==> src/design/cms_pkg.sv <==
// cms_pkg: link frame layout, device register map, channel order and timing
// assumes both ends share one 125 MHz clock
package cms_pkg;
   // ----------------------------------------
   // link frame
   // ----------------------------------------
   localparam int FRAME_BITS = 24;
   localparam int ADDR_PHASE = 8;
   localparam int DATA_BITS  = 16;

   // ----------------------------------------
   // device register map
   // ----------------------------------------
   localparam logic [6:0] ADDR_FUNC_CTRL     = 7'h01;
   localparam logic [6:0] ADDR_CTRL2         = 7'h02;
   localparam logic [6:0] ADDR_CTRL3         = 7'h03;
   localparam logic [6:0] ADDR_STATUS        = 7'h04;
   localparam logic [6:0] ADDR_PRIM_CELL1    = 7'h09;
   localparam logic [6:0] ADDR_STACK         = 7'h11;
   localparam logic [6:0] ADDR_SECONDARY_REF = 7'h12;
   localparam logic [6:0] ADDR_REG_CHECK     = 7'h13;
   localparam logic [6:0] ADDR_REF_BUFFER    = 7'h1C;
   localparam logic [6:0] ADDR_REG_REPEAT    = 7'h1D;
   localparam logic [6:0] ADDR_TEMP          = 7'h1E;
   localparam logic [6:0] ADDR_SEC_CELL1     = 7'h29;
   localparam logic [6:0] ADDR_PRIMARY_REF   = 7'h31;
   localparam logic [6:0] ADDR_REG_SEC       = 7'h34;
   localparam int         START_BIT          = 0;
   localparam int         DELAY_BIT          = 6;
   localparam logic [1:0] ACQ_RESET          = 2'h0;
   localparam int         NUM_PRIM           = 18;
   localparam int         NUM_SEC            = 10;
   localparam int         NUM_CELLS          = 8;
   localparam int         MEM_DEPTH          = 64;

   // ----------------------------------------
   // timing
   // ----------------------------------------
   localparam int CLK_NS       = 8;
   localparam int ACQ_BASE_NS  = 400;
   localparam int ACQ_BASE_CYC = (ACQ_BASE_NS + CLK_NS - 1) / CLK_NS;
   localparam int START_NS     = 2000;
   localparam int START_CYC    = (START_NS + CLK_NS - 1) / CLK_NS;
   localparam int CONV_NS      = 1000;
   localparam int CONV_CYC     = (CONV_NS + CLK_NS - 1) / CLK_NS;
   localparam int DELAY_NS     = 200;
   localparam int DELAY_CYC    = (DELAY_NS + CLK_NS - 1) / CLK_NS;
   localparam int TEMP_US      = 276;
   localparam int TEMP_CYC     = (TEMP_US * 1000 + CLK_NS - 1) / CLK_NS;

   // ----------------------------------------
   // host register map and check windows (mV)
   // ----------------------------------------
   localparam logic [7:0] HOST_CMD      = 8'h00;
   localparam logic [7:0] HOST_CFG      = 8'h04;
   localparam logic [7:0] HOST_STATUS   = 8'h08;
   localparam logic [7:0] HOST_RES_BASE = 8'h40;
   localparam int FULL_SCALE_MV = 5000;
   localparam int PRIM_BITS     = 14;
   localparam int SEC_BITS      = 10;
   localparam int REF2_MIN = 2485;
   localparam int REF2_MAX = 2515;
   localparam int REG_MIN  = 3200;
   localparam int REG_MAX  = 3421;
   localparam int BUF_MIN  = 2486;
   localparam int BUF_MAX  = 2514;
   localparam int REF1_MIN = 2475;
   localparam int REF1_MAX = 2525;
   localparam int REGS_MIN = 3865;
   localparam int REGS_MAX = 4135;

   typedef enum logic [1:0] {
      OP_CFG   = 2'b00,
      OP_START = 2'b01,
      OP_READ  = 2'b10
   } cms_op_t;

   // primary result index 0..17 to register address
   function automatic logic [6:0] prim_addr(input logic [4:0] idx);
      logic [6:0] a;
      a = ADDR_REF_BUFFER + {2'h0, idx} - 7'h0F;
      if (idx < 5'h08) begin
         a = ADDR_PRIM_CELL1 + {2'h0, idx};
      end else if (idx < 5'h0F) begin
         a = ADDR_STACK + {2'h0, idx} - 7'h08;
      end
      return a;
   endfunction

   // secondary result index 0..9 to register address
   function automatic logic [6:0] sec_addr(input logic [3:0] idx);
      logic [6:0] a;
      a = ADDR_REG_SEC;
      if (idx < 4'h8) begin
         a = ADDR_SEC_CELL1 + {3'h0, idx};
      end else if (idx == 4'h8) begin
         a = ADDR_PRIMARY_REF;
      end
      return a;
   endfunction
endpackage

==> src/design/cms_spi_if.sv <==
// cms_spi_if: four-wire serial link between host and monitor
// assumes both ends sample the wires on the shared system clock
`timescale 1ns/1ps
interface cms_spi_if;
   logic sclk;
   logic cs_n;
   logic mosi;
   logic miso;

   modport dev (
      input  sclk,
      input  cs_n,
      input  mosi,
      output miso
   );

   modport host (
      output sclk,
      output cs_n,
      output mosi,
      input  miso
   );
endinterface

==> src/design/cms_dev.sv <==
// cms_dev: monitor end, link slave, conversion sequencer and result store
// assumes converter codes are valid at the end of each conversion period
`timescale 1ns/1ps

// Functional notes
// - acquisition 400 ns default, two-bit select
// - simultaneous paths unless delay bit set
// - all eight cells converted, unused read zero
// - host reads primary before secondary results
// - eighteen primary results in fixed order
// - host reads all eighteen primary results
// - ten secondary results in fixed order
// - host reads all ten secondary results
// - results travel over four-wire serial link
// - primary check results at fixed addresses
// - secondary check results at fixed addresses
// - host checks internal results against windows
// - start bit launches both paths together
// - dummy slot after start delay
// - cells converted from eight down to one
// - eighteen slots of acquisition plus conversion
// - temperature uses a long extra slot
// - primary straight binary, secondary inverted ten-bit
// - temperature two's complement, zero is 25 C
module cms_dev #(
   parameter int START_CYC = cms_pkg::START_CYC,
   parameter int CONV_CYC  = cms_pkg::CONV_CYC,
   parameter int DELAY_CYC = cms_pkg::DELAY_CYC,
   parameter int TEMP_CYC  = cms_pkg::TEMP_CYC
) (
   input  wire logic        clock,
   input  wire logic        rstn,
   cms_spi_if.dev           spi,
   input  wire logic [3:0]  cells_fitted,
   input  wire logic [13:0] prim_code,
   input  wire logic [9:0]  sec_code,
   input  wire logic [13:0] temp_code,
   output logic      [4:0]  prim_chan,
   output logic             prim_sample,
   output logic      [4:0]  sec_chan,
   output logic             sec_sample,
   output logic             busy
);
   typedef enum logic [2:0] {
      S_IDLE  = 3'b000,
      S_START = 3'b001,
      S_ACQ   = 3'b010,
      S_CONV  = 3'b011,
      S_TEMP  = 3'b100
   } cms_seq_t;

   localparam logic [4:0] LAST_SLOT = 5'd17;
   localparam logic [4:0] LAST_SEC  = 5'd10;

   cms_seq_t    state_reg;
   logic [15:0] cnt_reg;
   logic [4:0]  slot_reg;
   logic [1:0]  acq_sel_reg;
   logic        delay_en_reg;
   logic        sclk_q;
   logic        cs_q;
   logic [4:0]  bit_cnt_reg;
   logic [23:0] rx_reg;
   logic [15:0] tx_reg;
   logic        miso_reg;
   logic [15:0] mem [0:cms_pkg::MEM_DEPTH-1];

   logic        sclk_rise;
   logic        sclk_fall;
   logic        frame_end;
   logic        wr_frame;
   logic        start_go;
   logic [15:0] acq_cyc;
   logic [15:0] sec_fire;
   logic        conv_end;
   logic        prim_we;
   logic [6:0]  prim_waddr;
   logic [15:0] prim_wdata;
   logic        sec_we;
   logic [6:0]  sec_waddr;
   logic [15:0] sec_wdata;
   logic [4:0]  res_idx;

   // ----------------------------------------
   // link slave
   // ----------------------------------------
   function automatic logic [15:0] reg_read(input logic [6:0] a);
      logic [15:0] d;
      d = 16'h0000;
      if (a == cms_pkg::ADDR_CTRL2) begin
         d = {14'h0000, acq_sel_reg};
      end else if (a == cms_pkg::ADDR_CTRL3) begin
         d[cms_pkg::DELAY_BIT] = delay_en_reg;
      end else if (a == cms_pkg::ADDR_STATUS) begin
         d[0] = busy;
      end else if (!a[6]) begin
         d = mem[a[5:0]];
      end
      return d;
   endfunction

   assign sclk_rise = spi.sclk & ~sclk_q;
   assign sclk_fall = ~spi.sclk & sclk_q;
   assign frame_end = spi.cs_n & ~cs_q;
   assign wr_frame  = frame_end && (bit_cnt_reg == 5'(cms_pkg::FRAME_BITS)) && rx_reg[23];
   assign spi.miso  = miso_reg;

   always_ff @(posedge clock or negedge rstn) begin
      if (!rstn) begin
         sclk_q <= 1'b0;
         cs_q   <= 1'b1;
      end else begin
         sclk_q <= spi.sclk;
         cs_q   <= spi.cs_n;
      end
   end

   always_ff @(posedge clock or negedge rstn) begin
      if (!rstn) begin
         bit_cnt_reg <= 5'h00;
         rx_reg      <= 24'h00_0000;
         tx_reg      <= 16'h0000;
         miso_reg    <= 1'b0;
      end else if (spi.cs_n) begin
         bit_cnt_reg <= frame_end ? bit_cnt_reg : 5'h00;
         miso_reg    <= 1'b0;
      end else if (sclk_rise) begin
         rx_reg      <= {rx_reg[22:0], spi.mosi};
         bit_cnt_reg <= bit_cnt_reg + 5'h01;
         if (bit_cnt_reg == 5'(cms_pkg::ADDR_PHASE - 1)) begin
            tx_reg <= reg_read({rx_reg[5:0], spi.mosi});
         end
      end else if (sclk_fall && bit_cnt_reg >= 5'(cms_pkg::ADDR_PHASE)) begin
         miso_reg <= tx_reg[15];
         tx_reg   <= {tx_reg[14:0], 1'b0};
      end
   end

   // ----------------------------------------
   // control registers
   // ----------------------------------------
   always_ff @(posedge clock or negedge rstn) begin
      if (!rstn) begin
         acq_sel_reg  <= cms_pkg::ACQ_RESET;
         delay_en_reg <= 1'b0;
      end else if (wr_frame && rx_reg[22:16] == cms_pkg::ADDR_CTRL2) begin
         acq_sel_reg <= rx_reg[1:0];
      end else if (wr_frame && rx_reg[22:16] == cms_pkg::ADDR_CTRL3) begin
         delay_en_reg <= rx_reg[cms_pkg::DELAY_BIT];
      end
   end

   assign start_go = wr_frame && rx_reg[22:16] == cms_pkg::ADDR_FUNC_CTRL
                     && rx_reg[cms_pkg::START_BIT];

   // ----------------------------------------
   // sequencer
   // ----------------------------------------
   assign acq_cyc  = 16'(cms_pkg::ACQ_BASE_CYC) << acq_sel_reg;
   assign sec_fire = delay_en_reg ? 16'(CONV_CYC - 1 - DELAY_CYC)
                                  : 16'(CONV_CYC - 1);
   assign conv_end = (state_reg == S_CONV) && (cnt_reg == 16'h0000);
   assign busy     = (state_reg != S_IDLE);

   assign prim_chan   = slot_reg;
   assign sec_chan    = slot_reg;
   assign prim_sample = (state_reg == S_CONV) && (cnt_reg == 16'(CONV_CYC - 1));
   assign sec_sample  = (state_reg == S_CONV) && (cnt_reg == sec_fire)
                        && (slot_reg <= LAST_SEC);

   always_ff @(posedge clock or negedge rstn) begin
      if (!rstn) begin
         state_reg <= S_IDLE;
         cnt_reg   <= 16'h0000;
         slot_reg  <= 5'h00;
      end else begin
         unique case (state_reg)
            S_IDLE: begin
               if (start_go) begin
                  state_reg <= S_START;
                  cnt_reg   <= 16'(START_CYC - 1);
               end
            end
            S_START: begin
               cnt_reg <= cnt_reg - 16'h0001;
               if (cnt_reg == 16'h0000) begin
                  state_reg <= S_ACQ;
                  slot_reg  <= 5'h00;
                  cnt_reg   <= acq_cyc - 16'h0001;
               end
            end
            S_ACQ: begin
               cnt_reg <= cnt_reg - 16'h0001;
               if (cnt_reg == 16'h0000) begin
                  state_reg <= S_CONV;
                  cnt_reg   <= 16'(CONV_CYC - 1);
               end
            end
            S_CONV: begin
               cnt_reg <= cnt_reg - 16'h0001;
               if (cnt_reg == 16'h0000 && slot_reg == LAST_SLOT) begin
                  state_reg <= S_TEMP;
                  cnt_reg   <= 16'(TEMP_CYC - 1);
               end else if (cnt_reg == 16'h0000) begin
                  state_reg <= S_ACQ;
                  slot_reg  <= slot_reg + 5'h01;
                  cnt_reg   <= acq_cyc - 16'h0001;
               end
            end
            S_TEMP: begin
               cnt_reg <= cnt_reg - 16'h0001;
               if (cnt_reg == 16'h0000) begin
                  state_reg <= S_IDLE;
               end
            end
            default: begin
               state_reg <= S_IDLE;
            end
         endcase
      end
   end

   // ----------------------------------------
   // result capture
   // ----------------------------------------
   always_comb begin
      res_idx    = (slot_reg <= 5'd8) ? 5'd8 - slot_reg : slot_reg - 5'd1;
      prim_we    = (conv_end && slot_reg != 5'h00) || (state_reg == S_TEMP
                   && cnt_reg == 16'h0000);
      prim_waddr = cms_pkg::prim_addr(res_idx);
      prim_wdata = {2'h0, prim_code};
      if (state_reg == S_TEMP) begin
         prim_waddr = cms_pkg::ADDR_TEMP;
         prim_wdata = {{2{temp_code[13]}}, temp_code};
      end else if (res_idx < 5'd8 && res_idx >= {1'b0, cells_fitted}) begin
         prim_wdata = 16'h0000;
      end
      sec_we    = conv_end && slot_reg != 5'h00 && slot_reg <= LAST_SEC;
      sec_waddr = cms_pkg::sec_addr(res_idx[3:0]);
      sec_wdata = {6'h00, ~sec_code};
      if (res_idx < 5'd8 && res_idx >= {1'b0, cells_fitted}) begin
         sec_wdata = 16'h0000;
      end
   end

   always_ff @(posedge clock or negedge rstn) begin
      if (!rstn) begin
         for (int i = 0; i < cms_pkg::MEM_DEPTH; i++) begin
            mem[i] <= 16'h0000;
         end
      end else begin
         if (prim_we) begin
            mem[prim_waddr[5:0]] <= prim_wdata;
         end
         if (sec_we) begin
            mem[sec_waddr[5:0]] <= sec_wdata;
         end
      end
   end
endmodule

==> src/flat_wrapper.sv <==
// flat-port wrapper written by rule: the top's interface ports become plain ports
module cms_dev_flat 
#(
   parameter int START_CYC = cms_pkg::START_CYC,
   parameter int CONV_CYC  = cms_pkg::CONV_CYC,
   parameter int DELAY_CYC = cms_pkg::DELAY_CYC,
   parameter int TEMP_CYC  = cms_pkg::TEMP_CYC
)
  (clock, rstn, cells_fitted, prim_code, sec_code, temp_code, prim_chan, prim_sample, sec_chan, sec_sample, busy, spi_sclk, spi_cs_n, spi_mosi, spi_miso);
  cms_spi_if spi_i ();
  input  wire logic clock;
  input  wire logic rstn;
  input  wire logic [3:0] cells_fitted;
  input  wire logic [13:0] prim_code;
  input  wire logic [9:0] sec_code;
  input  wire logic [13:0] temp_code;
  output logic      [4:0] prim_chan;
  output logic prim_sample;
  output logic      [4:0] sec_chan;
  output logic sec_sample;
  output logic busy;
  input wire logic [$bits(spi_i.sclk)-1:0] spi_sclk;
  input wire logic [$bits(spi_i.cs_n)-1:0] spi_cs_n;
  input wire logic [$bits(spi_i.mosi)-1:0] spi_mosi;
  output wire logic [$bits(spi_i.miso)-1:0] spi_miso;
  assign spi_i.sclk = spi_sclk;
  assign spi_i.cs_n = spi_cs_n;
  assign spi_i.mosi = spi_mosi;
  assign spi_miso = spi_i.miso;
  cms_dev #(.START_CYC(START_CYC), .CONV_CYC(CONV_CYC), .DELAY_CYC(DELAY_CYC), .TEMP_CYC(TEMP_CYC)) u_core (.clock(clock), .rstn(rstn), .spi(spi_i), .cells_fitted(cells_fitted), .prim_code(prim_code), .sec_code(sec_code), .temp_code(temp_code), .prim_chan(prim_chan), .prim_sample(prim_sample), .sec_chan(sec_chan), .sec_sample(sec_sample), .busy(busy));
endmodule
==> config.mk <==
export PLATFORM = sky130hd
export DESIGN_NAME = cms_dev_flat
export DESIGN_NICKNAME = d
export VERILOG_FILES = /design/src/design/cms_pkg.sv /design/src/design/cms_spi_if.sv /design/src/design/cms_dev.sv /design/src/flat_wrapper.sv
export SDC_FILE = /design/constraint.sdc
export NUM_CORES = 2
export LEC_CHECK = 0
export BUFFER_PORTS_ARGS = -buffer_cell sky130_fd_sc_hd__buf_4
export CAP_MARGIN = 20
export CORE_MARGIN = 2
export CORE_UTILIZATION = 60
export DETAILED_ROUTE_END_ITERATION = 6
export PLACE_DENSITY = 0.76
export SYNTH_ARGS = -nofsm -noshare
export SYNTH_HDL_FRONTEND = slang
export SYNTH_SLANG_ARGS = --single-unit
==> constraint.sdc <==
create_clock -name clock -period 6.2 [get_ports clock]
set_input_delay 0.31 -clock clock [delete_from_list [all_inputs] [get_ports clock]]
set_output_delay 0.31 -clock clock [all_outputs]
set_load 0.005 [all_outputs]
# Word level (Yosys, flattened, before mapping)
# Index checks and enable logic that the tools add are counted.
op_classes:
  add_sub_neg: 12
  n_reduce_logical: 36
  order_cmp: 12
  shift: 1
  muxes: 52
  bitwise_logic: 12
  n_eq_ne: 25
ops:
  columns: ["cell", "n"]
  rows:
  - ["1024-bit bitwise mux", 2]
  - ["1024-bit 2-to-1 mux", 2]
  - ["16-bit 2-to-1 mux", 14]
  - ["16-bit demux with 6-bit select", 2]
  - ["16-bit binary-select mux with 6-bit select", 1]
  - ["16-bit case mux with 5 select lines", 1]
  - ["5-bit 2-to-1 mux", 8]
  - ["16-bit by 1-bit subtractor with 16-bit output, second input constant", 2]
  - ["6-bit 2-to-1 mux", 5]
  - ["7-bit by 2-bit equality test with 1-bit output, second input constant", 4]
  - ["7-bit >= comparator, second input constant", 3]
  - ["6-bit NOT with 7-bit output", 3]
  - ["1-bit logical AND", 18]
  - ["3-bit 2-to-1 mux", 6]
  - ["16-bit equality test", 1]
  - ["16-bit by 7-bit equality test with 1-bit output, second input constant", 1]
  - ["16-bit zero test", 1]
  - ["6-bit by 2-bit << shifter with 16-bit output, first input constant", 1]
  - ["15-bit 2-to-1 mux", 1]
  - ["3-bit case mux with 5 select lines", 1]
  - ["7-bit by 1-bit less-than comparator with 1-bit output, second input constant", 2]
  - ["14-bit 2-to-1 mux", 1]
  - ["5-bit by 5-bit adder with 6-bit output, first input constant", 2]
  - ["6-bit by 4-bit subtractor with 6-bit output, second input constant", 2]
  - ["other kinds (35)", 66]
word_totals:
  wordCells: 225
  reg_bits: 1099
  out_inout_bits: 14
  input_bits: 47

# Depth between registers and ports, before layout
depth:
  depth_word: 16
  ltp_mapped: 20
  ltp_nobuf: 15

# Least setup slack after synthesis
# No wires, ideal clock.
synth_timing:
  path_type: "register to register"
  start: "reg u_core.slot_reg[0], in the netlist u_core.prim_chan[0]"
  end: "reg with a tool-made name"
  t_arrival_ns: 3.880
  path_stages_with_launch: 17
  synth_period_minus_slack_ns: 4.008
  n_path_buf: 2
  setup_time_ns: 0.128
  setup_slack_ns: 2.192
  required_ns: 6.072
  path_cell_list: "dfrtp_1 -> inv_2 -> ha_1 -> nand2b_1 -> a211oi_2 -> nor2_2 -> inv_1 -> ha_1 -> clkbuf_1 -> or3_1 -> and3_1 -> nand2_2 -> xor2_4 -> a41o_1 -> nand4_2 -> buf_2 -> mux2_1"
synth_rtl:
  columns: ["element", "line_no", "source"]
  rows:
  - ["start: declaration", "cms_dev.sv:57", "logic [4:0] slot_reg;"]
  - ["start signal: assignment", "cms_dev.sv:206", "slot_reg <= slot_reg + 5'h01;"]

==> reports/metrics.cfg <==
[sta]
timing.final.crit_share_pct=89.0
worst_pin_slew_ns=1.19
fin_crit_ns=5.52
maxSlewHeadroom_pct=20.6
drv_slew=0
setup_viol_count_final=0
hold_violations=0
setup_ws_ns=0.681
fmax_ghz=0.181
fin_tns_setup_ns=0
clock-skew-final_ns=0.0691
rsz0062_at_grt=no

[global_route]
overflow=0
grt_start_max_net_pins=169
antenna_found_initial=6
grt_pass1_wl_um=218000
met1_usage_pct=46.7
busiest_layer=met2
track_usage_pct=33.4
use_met3_pct=8.69
use_met2_pct=49.9
grt_pass1_vias=35700

[floorplan]
ios=61
die_area_mm2=0.0862
die_w_um=294
core_mm2=0.0833
start_util_pct=60.4
num_rows=106
die_h_um=294

[routing]
drcViolationCount=4
first_iter_violations=3970
ant_nets=0
via_count=35200
via_per_inst=6.55
wl_per_cell_um=26.2
drt_first_pass_iters=7
routed_wl_um=141000

[power_and_ir_drop]
ir_worst_vdd_mv=0.234
power.density_mw_per_mm2=289
power_mw=16.1
total_leakage_power_nw=25.2

[layout]
drive_gt1_share_pct=19.3
area_delta_synth_final_pct=10.5
nFillCells=5858
fin_nets=4275

[synth]
synth_async_sr_flop_share_pct=100
ys_ff_latch=1067
synth_top_area_share_pct=53.0
synth_most_common_cell=dfrtp_1
seq_area_frac_synth_pct=53.1
yosys-top-cells-count=1,066 x dfrtp_1, 643 x nand2_1, 584 x o21ai_0, 325 x clkbuf_1, 310 x mux4_2
syn-mean-instance-area_um2=11.5
synth-main-ff-cell=dfrtp_1
synthTopCellsByArea=dfrtp_1 53%, mux4_2 14%, mux2i_1 6.1%
syn_nets=4433
syn_inst=4366
synth-edff-count=0
yosysTopAreaCell=dfrtp_1
synth_cell_types=86
ys_warn_count=0
syn_area_mm2=0.0503

[setup_path]
crit_required_ns=6.76
r2r_slack_ns=0.68
regToRegStartpoint=u_core.prim_chan[0]$_DFFE_PN0P_
cp.arrival_ns=6.08
cp_max_fo=17
cp-end-kind=register
timing_worst_setup_path_type=register to register
reg2regPathDepth=15
start_kind=register
startpoint=u_core.prim_chan[0]$_DFFE_PN0P_

[outcome]
status=complete, but fails checks
violations=design-rule violations

[place]
post-place-ws_ns=0.804
place_congestion=0.932
port_buffers=60
hpwlAfterDp_um=86400

[clock_network]
cts_buffers=108
cts_tree=built
clock_sinks=1067
clock_tree.root_cell=clkbuf_16
post_cts_resized=0
cts_max_path_buffers=3
cts_setup_buffers=0
htreeDepth=3
clkLatencyLatePin_ns=0.71
clk_transition_reported_paths_ns=0.06
cts_hold_buf=4

[min_path]
hp-class=input port to register
hold_start=sec_code[9]

[job]
drv_cap=0

[worst min path at each step]
stage | end | depth (start not counted)
finish | u_core.mem[329]$_DFF_PN0_ | 4
global route | u_core.mem[185]$_DFF_PN0_ | 4
CTS | u_core.mem[322]$_DFF_PN0_ | 4
detailed placement | u_core.mem[18]$_DFF_PN0_ | 0
global placement | u_core.mem[19]$_DFF_PN0_ | 0
floorplan | asynchronous set/reset pin | 0
[power breakdown]
| group | total (mW) | internal [mW] | switching (mW) |
|---|---|---|---|
| Clock | 7.20 | 4.30 | 2.90 |
| Sequential | 7.20 | 7.03 | 0.170 |
| Combinational | 1.67 | 0.640 | 1.03 |
[layout by cell type (no fill, tap or decap), types with 7 or more instances in the layout]
cell       count
bufinv_16     18
a211oi_1      12
nor4_4         7
or3_1          9
nand3_1       70
nor2b_1       15
ha_1          20
nor3_1        22
a21oi_2       10
o21ai_1       47
nand4_1       17
nor3b_1       12
a21oi_1      130
nor4_1        10
nand2b_1      11
inv_1         24
mux2i_1      307
buf_12         9
nor2_1       222
or2_2         14
o21ai_0      579
o211ai_1       9
clkbuf_16    108
dfrtp_1     1063
mux2_1        18
and3_1        17
clkbuf_8      27
clkbuf_1      13
and2_1        95
buf_8          8
nor2_2         7
mux4_2       310
and3b_1       18
buf_4        169
clkinv_2      19
mux2_2        55
nand2_1      643
[per-stage QoR]
| step | util, % | hold WS, ns | std cells | area, um^2 |
|---|---|---|---|---|
| 6_report | 66.7 | 0.103 | 5378 | 55600 |
| 4_1_cts | 66.5 | 0.0736 | 5367 | 55400 |
| 2_1_floorplan | - | 0.0144 | 4366 | 50300 |
| 3_5_place_dp | 61.7 | 0.362 | 5164 | 51400 |
| 3_3_place_gp | 61.7 | 0.360 | 5163 | 51400 |
| 5_1_grt | 66.7 | 0.114 | 5377 | 55600 |
[final cells by class]
cell class	count	area, um^2	area share, %
clock inverter	51	863	1.55
clock buffer	148	3120	5.62
sequential	1067	26700	48.1
timing repair buffer	193	1680	3.01
multi-input combinational	2811	21800	39.1
inverter	27	101	0.182
antenna	1	2.50	0.00450
tap	1080	1350	2.43
[critical path, cell delays in order, from the launching register on]
cell and delay, ns:
dfrtp_1 0.52, inv_2 0.17, ha_1 0.47, nand2b_1 0.16, a211oi_2 0.40, nor2_2 0.17, inv_1 0.23, ha_1 0.45
inv_1 0.15, nor4_1 0.31, mux2i_1 0.17, nand2_2 0.24, xor2_4 0.56, a41o_1 0.32, nand4_2 0.51, mux2_1 0.54
[logic make-up (layout without fill, tap and decap cells)]
logic type               after synthesis  after routing  share of synthesized area [%]
AO/OA/AOI/OAI                        858            858                           9.16
XOR/XNOR                              14             14                          0.333
adder cells (fa/ha/maj)               20             20                          0.497
buffers and inverters                488            419                           4.00
flip-flops                          1067           1067                           53.1
multiplexers                         691            691                           21.6
other                                  0              1                              0
AND/OR/NAND/NOR                     1228           1228                           11.3
[routing by layer]
| layer | share of wire (%) | up-vias |
|---|---|---|
| met5 | 0.038 | - |
| met4 | 5.0 | 8 |
| met3 | 10 | 406 |
| met2 | 45 | 1795 |
| met1 | 40 | 17900 |
| li1 | - | 15100 |
Note: power is estimated with default switching activity, not from simulation.
